$ cat config.mk
export PLATFORM = sky130hd
export DESIGN_NAME = afc_top
export DESIGN_NICKNAME = d
export VERILOG_FILES = /design/src/afc_pkg.sv /design/src/afc_top.sv
export SDC_FILE = /design/constraint.sdc
export NUM_CORES = 1
export LEC_CHECK = 0
export ABC_CLOCK_PERIOD_IN_PS = 2400
export BUFFER_PORTS_ARGS = -buffer_cell sky130_fd_sc_hd__buf_2
export CELL_PAD_IN_SITES_DETAIL_PLACEMENT = 1
export CELL_PAD_IN_SITES_GLOBAL_PLACEMENT = 1
export CORE_ASPECT_RATIO = 2
export CORE_MARGIN = 1.5
export CORE_UTILIZATION = 29
export CTS_CLUSTER_DIAMETER = 40
export DETAILED_ROUTE_END_ITERATION = 10
export PLACE_DENSITY = 0.83
export SETUP_SLACK_MARGIN = 0.4
export SYNTH_ARGS = -nofsm -noshare
export SYNTH_HDL_FRONTEND = slang
export SYNTH_SLANG_ARGS = --single-unit
$ cat constraint.sdc
create_clock -name ref_clk -period 2.4 [get_ports ref_clk]
set_input_delay 0.12 -clock ref_clk [delete_from_list [all_inputs] [get_ports ref_clk]]
set_output_delay 0.12 -clock ref_clk [all_outputs]
set_load 0.005 [all_outputs]
$ cat src/afc_pkg.sv
package afc_pkg;
    // register indices on the plain port (byte offsets are not used here)
    localparam logic [1:0] ADDR_FLAGS = 2'h0;
    localparam logic [1:0] ADDR_CTRL = 2'h1;
    localparam logic [1:0] ADDR_SHIFT = 2'h2;
    // condition flag bit positions
    localparam int F_NEG_R = 15;
    localparam int F_NEG_I = 14;
    localparam int F_CARRY_R = 13;
    localparam int F_CARRY_I = 12;
    localparam int F_ZERO = 11;
    localparam int F_OVF = 10;
    localparam int F_STICKY = 9;
    localparam int F_EARLY = 8;
    localparam int F_MULT = 7;
    localparam int F_EMPTY = 6;
    // control bit positions
    localparam int C_IMAG_HOLD = 15;
    localparam int C_REAL_HOLD = 14;
    localparam int C_MIN_EXP = 13;
    localparam int C_MODE_LO = 8;
    localparam int C_IN_HOLD = 7;
    localparam int C_M_SIGNED = 6;
    localparam int C_N_SIGNED = 5;
    localparam int C_CONJ = 4;
    localparam int C_CLAMP = 3;
    localparam int C_ACC_SEL = 2;
    localparam int C_WIDTH_SEL = 1;
    localparam int C_RDELAY = 0;
    localparam logic [15:0] CTRL_WMASK = 16'he3ff;
    localparam logic [15:0] CTRL_RESET = 16'h0000;
    localparam logic [15:0] FLAGS_RESET = 16'h0040;
    localparam int MSB32 = 31;
    localparam int HALF_HI = 30;
    localparam int MSB16 = 15;
    localparam int BUS_W = 24;
    localparam int SHIFT_W = 5;
    localparam logic [4:0] SHIFT_RESET = 5'h1f;

    typedef enum logic [1:0] {
        AFC_MODE_REAL = 2'h0,
        AFC_MODE_COMPLEX_MODE = 2'h1,
        AFC_MODE_DOUBLE_PRECISION_MODE = 2'h2
    } afc_mode_t;

    typedef struct packed {
        logic valid;
        logic arith;
        logic [31:0] real_res;
        logic [31:0] imag_res;
        logic carry_r;
        logic carry_i;
        logic ovf_r;
        logic ovf_i;
    } afc_alu_t;

    typedef struct packed {
        logic imag_hold;
        logic real_hold;
        logic in_hold;
        logic m_signed;
        logic n_signed;
        logic conj;
        logic clamp;
        logic acc_second;
        logic width_msb24;
        logic rdelay_sel;
    } afc_ctrl_t;
endpackage

$ cat src/afc_top.sv
`timescale 1ns/1ps
// Summary of operation
// - flag 15 follows msb of alu result
// - in complex mode flag 14 follows imaginary result msb
// - flag 13 holds carry out of result msb
// - flag 12 holds complex imaginary carry out
// - flag 11 set on zero result; complex needs both parts zero
// - flag 10 set on overflow; complex uses either part
// - flag 9 sticky overflow, cleared when a branch tests it
// - flag 8 latches bit30 xor bit31, cleared by branch test
// - flag 7 latches complex multiplier overflow, cleared by load-flags op
// - flag 6 shows fifo empty; bits 5..0 read zero
// - control bit 15 holds imaginary product under interrupt
// - control bit 14 holds real product under interrupt
// - control bit 7 holds multiplier inputs under interrupt
// - control bit 13 makes shift register keep smallest exponent
// - control bit 2 picks first or second accumulator of pairs
// - control bit 1 picks 24 msb or 16 lsb onto data path
// - data buses and transfer register are 24 bits wide
// - control bit 0 picks right delay register as alu right input
// - two-bit mode field selects real, complex or double precision
// - accumulator select acts only in real and double modes
// - every flag bit is offered to the sequencer for branches
module afc_top #(
    parameter int DATA_W = afc_pkg::BUS_W
) (
    input wire logic ref_clk,
    input wire logic rst,
    input wire logic [1:0] reg_addr,
    input wire logic [15:0] reg_wdata,
    input wire logic reg_wr,
    input wire logic reg_rd,
    output logic [15:0] reg_rdata,
    input wire afc_pkg::afc_alu_t alu_in,
    input wire logic mult_ovf,
    input wire logic fifo_empty,
    input wire logic branch_test_sticky,
    input wire logic branch_test_early,
    input wire logic load_flags_op,
    input wire logic [15:0] load_flags_val,
    input wire logic shift_load,
    input wire logic [afc_pkg::SHIFT_W-1:0] shift_load_val,
    input wire logic irq_active,
    input wire logic [31:0] result_word,
    output logic [15:0] branch_flags,
    output afc_pkg::afc_ctrl_t ctrl_out,
    output logic [1:0] mode_out,
    output logic hold_imag_product,
    output logic hold_real_product,
    output logic hold_mult_inputs,
    output logic acc_pair_second,
    output logic [DATA_W-1:0] data_path_out,
    output logic [afc_pkg::SHIFT_W-1:0] shift_amount_reg
);
    logic [15:0] flags_reg;
    logic [15:0] flags_next;
    logic [15:0] ctrl_reg;
    logic [15:0] ctrl_next;
    logic [4:0] shift_next;
    logic [15:0] rdata_next;
    logic [DATA_W-1:0] data_next;

    wire afc_pkg::afc_mode_t mode_w =
        afc_pkg::afc_mode_t'(ctrl_reg[afc_pkg::C_MODE_LO +: 2]);
    wire is_complex_mode = (mode_w == afc_pkg::AFC_MODE_COMPLEX_MODE);
    wire ctrl_wr = reg_wr && (reg_addr == afc_pkg::ADDR_CTRL);
    wire flags_wr = reg_wr && (reg_addr == afc_pkg::ADDR_FLAGS);
    wire shift_wr = reg_wr && (reg_addr == afc_pkg::ADDR_SHIFT);

    // zero test per part: complex uses 16-bit halves
    function automatic logic part_zero(input logic [31:0] v,
                                       input logic complex_mode);
        part_zero = complex_mode ? (v[afc_pkg::MSB16:0] == 16'h0000)
                         : (v == 32'h0000_0000);
    endfunction

    wire [4:0] msb_pos = is_complex_mode ? 5'(afc_pkg::MSB16) : 5'(afc_pkg::MSB32);
    wire neg_r = alu_in.real_res[msb_pos];
    wire neg_i = is_complex_mode && alu_in.imag_res[msb_pos];
    wire zero_w = part_zero(alu_in.real_res, is_complex_mode) &&
                  (!is_complex_mode || part_zero(alu_in.imag_res, is_complex_mode));
    wire ovf_w = alu_in.arith &&
                 (alu_in.ovf_r || (is_complex_mode && alu_in.ovf_i));
    wire early_w = alu_in.arith &&
                   (alu_in.real_res[afc_pkg::HALF_HI] ^
                    alu_in.real_res[afc_pkg::MSB32]);

    always_comb begin
        flags_next = flags_reg;
        if (alu_in.valid) begin
            flags_next[afc_pkg::F_NEG_R] = neg_r;
            flags_next[afc_pkg::F_NEG_I] = neg_i;
            flags_next[afc_pkg::F_CARRY_R] = alu_in.carry_r;
            flags_next[afc_pkg::F_CARRY_I] = is_complex_mode && alu_in.carry_i;
            flags_next[afc_pkg::F_ZERO] = zero_w;
            flags_next[afc_pkg::F_OVF] = ovf_w;
        end
        // sticky overflow, set wins over branch clear
        if (alu_in.valid && ovf_w) begin
            flags_next[afc_pkg::F_STICKY] = 1'b1;
        end else if (branch_test_sticky) begin
            flags_next[afc_pkg::F_STICKY] = 1'b0;
        end
        if (alu_in.valid && early_w) begin
            flags_next[afc_pkg::F_EARLY] = 1'b1;
        end else if (branch_test_early) begin
            flags_next[afc_pkg::F_EARLY] = 1'b0;
        end
        // multiplier overflow, cleared only by load-flags op or a flags register write
        if (mult_ovf && is_complex_mode) begin
            flags_next[afc_pkg::F_MULT] = 1'b1;
        end else if (load_flags_op) begin
            flags_next[afc_pkg::F_MULT] = load_flags_val[afc_pkg::F_MULT];
        end
        if (load_flags_op && !alu_in.valid) begin
            flags_next[15:10] = load_flags_val[15:10];
        end
        if (flags_wr && !(mult_ovf && is_complex_mode)) begin
            flags_next[afc_pkg::F_MULT] = reg_wdata[afc_pkg::F_MULT];
        end
        flags_next[afc_pkg::F_EMPTY] = fifo_empty;
        flags_next[5:0] = 6'h00;
    end

    wire [15:0] ctrl_w = reg_wdata & afc_pkg::CTRL_WMASK;
    // mode code 3 is not defined, so it is refused and old mode kept
    wire mode_bad = (ctrl_w[afc_pkg::C_MODE_LO +: 2] == 2'h3);
    assign ctrl_next = !ctrl_wr ? ctrl_reg :
        mode_bad ? {ctrl_w[15:10], ctrl_reg[9:8], ctrl_w[7:0]} : ctrl_w;

    wire shift_take = shift_load &&
        (!ctrl_reg[afc_pkg::C_MIN_EXP] || shift_load_val < shift_amount_reg);
    assign shift_next = shift_wr ? reg_wdata[4:0] :
                        shift_take ? shift_load_val : shift_amount_reg;

    assign rdata_next =
        (reg_addr == afc_pkg::ADDR_FLAGS) ? flags_reg :
        (reg_addr == afc_pkg::ADDR_CTRL) ? ctrl_reg :
        (reg_addr == afc_pkg::ADDR_SHIFT) ? {11'h000, shift_amount_reg} :
        16'h0000;

    assign data_next = ctrl_reg[afc_pkg::C_WIDTH_SEL] ?
        DATA_W'(result_word[afc_pkg::MSB32 -: DATA_W]) :
        DATA_W'(result_word[afc_pkg::MSB16:0]);

    always_ff @(posedge ref_clk or posedge rst) begin
        if (rst) begin
            flags_reg <= afc_pkg::FLAGS_RESET;
            ctrl_reg <= afc_pkg::CTRL_RESET;
            shift_amount_reg <= afc_pkg::SHIFT_RESET;
        end else begin
            flags_reg <= flags_next;
            ctrl_reg <= ctrl_next;
            shift_amount_reg <= shift_next;
        end
    end

    always_ff @(posedge ref_clk or posedge rst) begin
        if (rst) begin
            reg_rdata <= 16'h0000;
            data_path_out <= '0;
        end else begin
            reg_rdata <= reg_rd ? rdata_next : 16'h0000;
            data_path_out <= data_next;
        end
    end

    always_ff @(posedge ref_clk or posedge rst) begin
        if (rst) begin
            branch_flags <= afc_pkg::FLAGS_RESET;
        end else begin
            branch_flags <= flags_next;
        end
    end

    wire acc_w = ctrl_next[afc_pkg::C_ACC_SEL] &&
        (ctrl_next[afc_pkg::C_MODE_LO +: 2] != 2'(afc_pkg::AFC_MODE_COMPLEX_MODE));
    always_ff @(posedge ref_clk or posedge rst) begin
        if (rst) begin
            hold_imag_product <= 1'b0;
            hold_real_product <= 1'b0;
            hold_mult_inputs <= 1'b0;
            acc_pair_second <= 1'b0;
            mode_out <= 2'h0;
            ctrl_out <= '0;
        end else begin
            hold_imag_product <= irq_active &&
                ctrl_next[afc_pkg::C_IMAG_HOLD];
            hold_real_product <= irq_active &&
                ctrl_next[afc_pkg::C_REAL_HOLD];
            hold_mult_inputs <= irq_active && ctrl_next[afc_pkg::C_IN_HOLD];
            // accumulator pair only in real and double
            acc_pair_second <= acc_w;
            mode_out <= ctrl_next[afc_pkg::C_MODE_LO +: 2];
            ctrl_out <= '{imag_hold: ctrl_next[afc_pkg::C_IMAG_HOLD],
                          real_hold: ctrl_next[afc_pkg::C_REAL_HOLD],
                          in_hold: ctrl_next[afc_pkg::C_IN_HOLD],
                          m_signed: ctrl_next[afc_pkg::C_M_SIGNED],
                          n_signed: ctrl_next[afc_pkg::C_N_SIGNED],
                          conj: ctrl_next[afc_pkg::C_CONJ],
                          clamp: ctrl_next[afc_pkg::C_CLAMP],
                          acc_second: acc_w,
                          width_msb24: ctrl_next[afc_pkg::C_WIDTH_SEL],
                          rdelay_sel: ctrl_next[afc_pkg::C_RDELAY]};
        end
    end

    sticky_set_a: assert property (@(posedge ref_clk) disable iff (rst)
        (alu_in.valid && ovf_w) |=> flags_reg[afc_pkg::F_STICKY])
        else $error("sticky overflow not set");
    sticky_hold_a: assert property (@(posedge ref_clk) disable iff (rst)
        (flags_reg[afc_pkg::F_STICKY] && !branch_test_sticky)
        |=> flags_reg[afc_pkg::F_STICKY])
        else $error("sticky overflow lost");
    mult_keep_a: assert property (@(posedge ref_clk) disable iff (rst)
        (flags_reg[afc_pkg::F_MULT] && !load_flags_op && !flags_wr)
        |=> flags_reg[afc_pkg::F_MULT])
        else $error("multiplier overflow lost");
    empty_flag_a: assert property (@(posedge ref_clk) disable iff (rst)
        ##1 flags_reg[afc_pkg::F_EMPTY] == $past(fifo_empty))
        else $error("empty flag wrong");
    flags_resv_a: assert property (@(posedge ref_clk) disable iff (rst)
        flags_reg[5:0] == 6'h00)
        else $error("reserved flags nonzero");
    ctrl_resv_a: assert property (@(posedge ref_clk) disable iff (rst)
        ctrl_reg[12:10] == 3'h0)
        else $error("reserved control nonzero");
    acc_complex_mode_a: assert property (@(posedge ref_clk) disable iff (rst)
        (mode_out == 2'(afc_pkg::AFC_MODE_COMPLEX_MODE)) |-> !acc_pair_second)
        else $error("pair select in complex mode");
    min_exp_a: assert property (@(posedge ref_clk) disable iff (rst)
        (ctrl_reg[afc_pkg::C_MIN_EXP] && !shift_wr)
        |=> shift_amount_reg <= $past(shift_amount_reg))
        else $error("shift amount grew");
    sign_real_a: assert property (@(posedge ref_clk) disable iff (rst)
        (alu_in.valid && !is_complex_mode) |=>
        flags_reg[afc_pkg::F_NEG_R] == $past(alu_in.real_res[31]))
        else $error("real sign wrong");
endmodule

==> metrics.md <==
| Metric | Value |
|---|---|
| Status | `complete, no violations` |
| DRT Pass-1 Iters | `4` |
| Critical path type | `reg2reg` |
| Post-synth EDFFs | `0` |
| Mean post-synth cell area | `12.2 sq um` |
| P&R area growth vs syn | `45.2%` |
| Worst-path fanout max | `5` |
| Pin count of the biggest net entering global routing | `28` |
| Yosys reg bits | `72` |
| Starting density of the core | `0.300` |
| Port Buffer Count | `between 150 and 200` |
| Ranking of synthesized cells by area | `dfrtp_1 52%, mux2_2 9.6%, mux2i_1 5.7%, dfstp_2 5.0%, buf_4 4.3%` |
| Critical-path top delay cell | `dfstp_2` |
| Seq/Total Area, Yosys | `0.573` |
| Design Area, Final | `approximately 0.0046 sq mm` |
| Hold Worst Slack | `between 10 and 15 ps` |
| H-Tree Depth | `3` |
| Pins over their slew limit | `0` |
| Cell Area, Synth | `between 0.003 and 0.004 sq mm` |
| Top-count cell post-synth | `dfrtp_1` |
| Cell count after placement | `roughly 570` |
| PnR worst setup slack | `~490 ps` |
| Initial antenna violation count | `0` |
| Slew Limit Headroom | `0.489` |
| Crit start category | `register` |
| Power per standard cell area | `between 800 and 900 mW/mm^2` |
| Crit Reg-Reg Endpoint | `shift_amount_reg[3]` |
| Fin. Hold Viols | `0` |
| Drt total wl | `roughly 9.6 mm` |
| First-pass GRT wire length | `between 10 and 15 mm` |
| Row count | `53` |
| Worst setup EP type | `register` |
| Via count | `between 2k and 3k` |
| DP Area | `0.00417 sq mm` |
| WP data required | `between 2000 and 3000 ps` |
| Max-cap violations | `0` |
| Via/cell ratio | `roughly 4.6` |
| Worst min path class | `in2reg` |
| Layout cell share with drive strength beyond 1 | `0.560` |
| DRT iter0 DRCs | `38` |
| Worst setup startpoint | `shift_amount_reg[2]` |
| Clock sink count | `between 70 and 80` |
| Setup TNS | `0 ps` |
| TritonCTS buffer count | `9` |
| GRT Util Overall | `0.168` |
| Boundary Pins | `between 200 and 250` |
| Hpwl dp | `7.79 mm` |
| Cells after synthesis | `260` |
| Cells on worst reg2reg path | `8` |
| Yosys cell types | `37` |
| Maximum VDD drop | `around 320 uV` |
| Final nets | `just over 600` |
| Top post-synthesis cells by count | `66 x dfrtp_1, 27 x mux2_2, 19 x nor2_1` |
| Crit path buf inv count | `2` |
| Max Fclk | `roughly 520 MHz` |
| Clock skew | `about 6.4 ps` |
| Largest register FFs | `24` |
| Reg2reg setup slack | `490 ps` |
| R2r startpoint | `shift_amount_reg[2]` |
| Core Region | `roughly 0.011 sq mm` |
| Fraction of registers with async set/reset | `1.00` |
| Arr. time, crit path | `2140 ps` |
| Pre-CTS setup slack | `393 ps` |
| Max stage delay on crit path | `550 ps` |
| Critical path's top delay family | `flip-flops` |
| Worst Setup EP | `shift_amount_reg[3]` |
| Leak pwr | `approximately 2.4 nW` |
| CP Depth | `8` |
| Final ANT Viol Nets | `0` |
| Worst-path clk slew | `~50 ps` |
| Grt ovf | `0` |
| Min Tclk post-route | `about 1900 ps` |
| Yosys top cell area share | `0.523` |
| Clock tree buffer depth | `2` |
| Clk root buf | `clkbuf_16` |
| WL/cell | `16.2 um` |
| Unrepaired setup endpoints after global routing | `false` |
| Routability congestion estimate | `approximately 0.74` |
| Period utilization | `0.796` |
| Main synth FF type | `dfrtp_1` |
| Die Width | `76.8 um` |
| Die height | `about 150 um` |
| Worst slew pin tran | `766 ps` |
| Detailed-route DRC error count | `0` |
| Clk_lat worst skew | `320 ps` |
| Vias in the first global route | `slightly above 3k` |
| Die area | `roughly 0.012 sq mm` |
| Setup Viol. Count Final | `0` |
| CTS tree | `yes` |
| CP Cell Sequence | `inv_1, ha_1, a21oi_2, o21ai_1, a41oi_2, buf_6, mux2i_2, a21oi_1` |
| Synth warn | `0` |
| Post-route insts no fill | `about 600` |
| N_diodes | `0` |
| Synth area leader | `dfrtp_1` |
==> where the power goes <==
group | switching (mW) | internal [mW] | total [mW] | leakage, nW
clock | 0.483 | 1.01 | 1.49 | 0.162
combinational | 0.310 | 0.380 | 0.690 | 1.34
sequential | 0.117 | 1.39 | 1.50 | 0.889
total | 0.910 | 2.78 | 3.69 | 2.39
==> placed cells by master (no fill, tap or decap), types with 7 or more instances in the layout <==
master,instances
nor2b_1,9
o21ai_0,7
nor4_1,7
mux2_2,27
mux2i_1,16
a21oi_1,8
nor2_1,19
buf_2,194
dfrtp_1,66
and2_1,11
inv_1,9
clkbuf_16,9
==> worst register-to-register path, stage by stage, from the launching register on <==
cell and delay (ps):
dfstp_2 550, inv_1 50, ha_1 300, a21oi_2 140, o21ai_1 100, a41oi_2 190, buf_6 160, mux2i_2 240
a21oi_1 100
==> final cells by class <==
class / count / area, sq um
clock buffers: 10 / 229
clock inverters: 6 / 108
fillers: 1211 / 5960
inverters: 10 / 38.8
multi-input cells: 156 / 1180
flip-flops and latches: 72 / 1810
well taps: 137 / 171
repair buffers: 203 / 1050
==> cells by family after synthesis <==
kind of cell / count (synthesis) / synth area share
AND/OR/NAND/NOR: 70 / 0.124
adder cells (fa/ha/maj): 5 / 0.0198
buffers and inverters: 37 / 0.0685
other: 1 / 0.00119
flip-flops: 72 / 0.573
AO/OA/AOI/OAI: 30 / 0.0610
multiplexers: 45 / 0.153
==> stage by stage <==
stage / util / power, mW
floorplan: - / 1.87
global placement: 0.396 / 2.15
detailed placement: 0.396 / 2.19
CTS: 0.432 / 3.72
global route: 0.435 / 3.87
finish: 0.435 / 3.69
==> how the worst min path moves through the flow <==
stage / startpoint / end / slack, ps / cells after the start
2_1_floorplan: fifo_empty / branch_flags[6] / 120 / 0
3_3_place_gp: rst / data_path_out[4] / 120 / 2
3_5_place_dp: rst / hold_imag_product / 120 / 2
4_1_cts: result_word[29] / data_path_out[21] / 6 / 2
5_1_grt: result_word[29] / data_path_out[21] / 7 / 2
6_report: result_word[29] / data_path_out[21] / 10 / 2
==> layer usage <==
metal | track usage | vias to the layer above | share of wire
met5 | 0 | - | 0
li1 | - | 1267 | -
met1 | 0.151 | 1315 | 0.33
met3 | 0.0327 | 17 | 0.066
met4 | 0.0796 | 0 | 0.029
met2 | 0.345 | 158 | 0.58
==> repair_timing <==
action,4_1_cts,5_1_grt
hold endpoints to repair,22,0
buffers inserted,1,0
resized for setup,0,7
hold buffers,4,0
endpoints found under the setup margin,5,5
pin swaps,1,0
No activity file was read; power rests on OpenSTA's default activity.
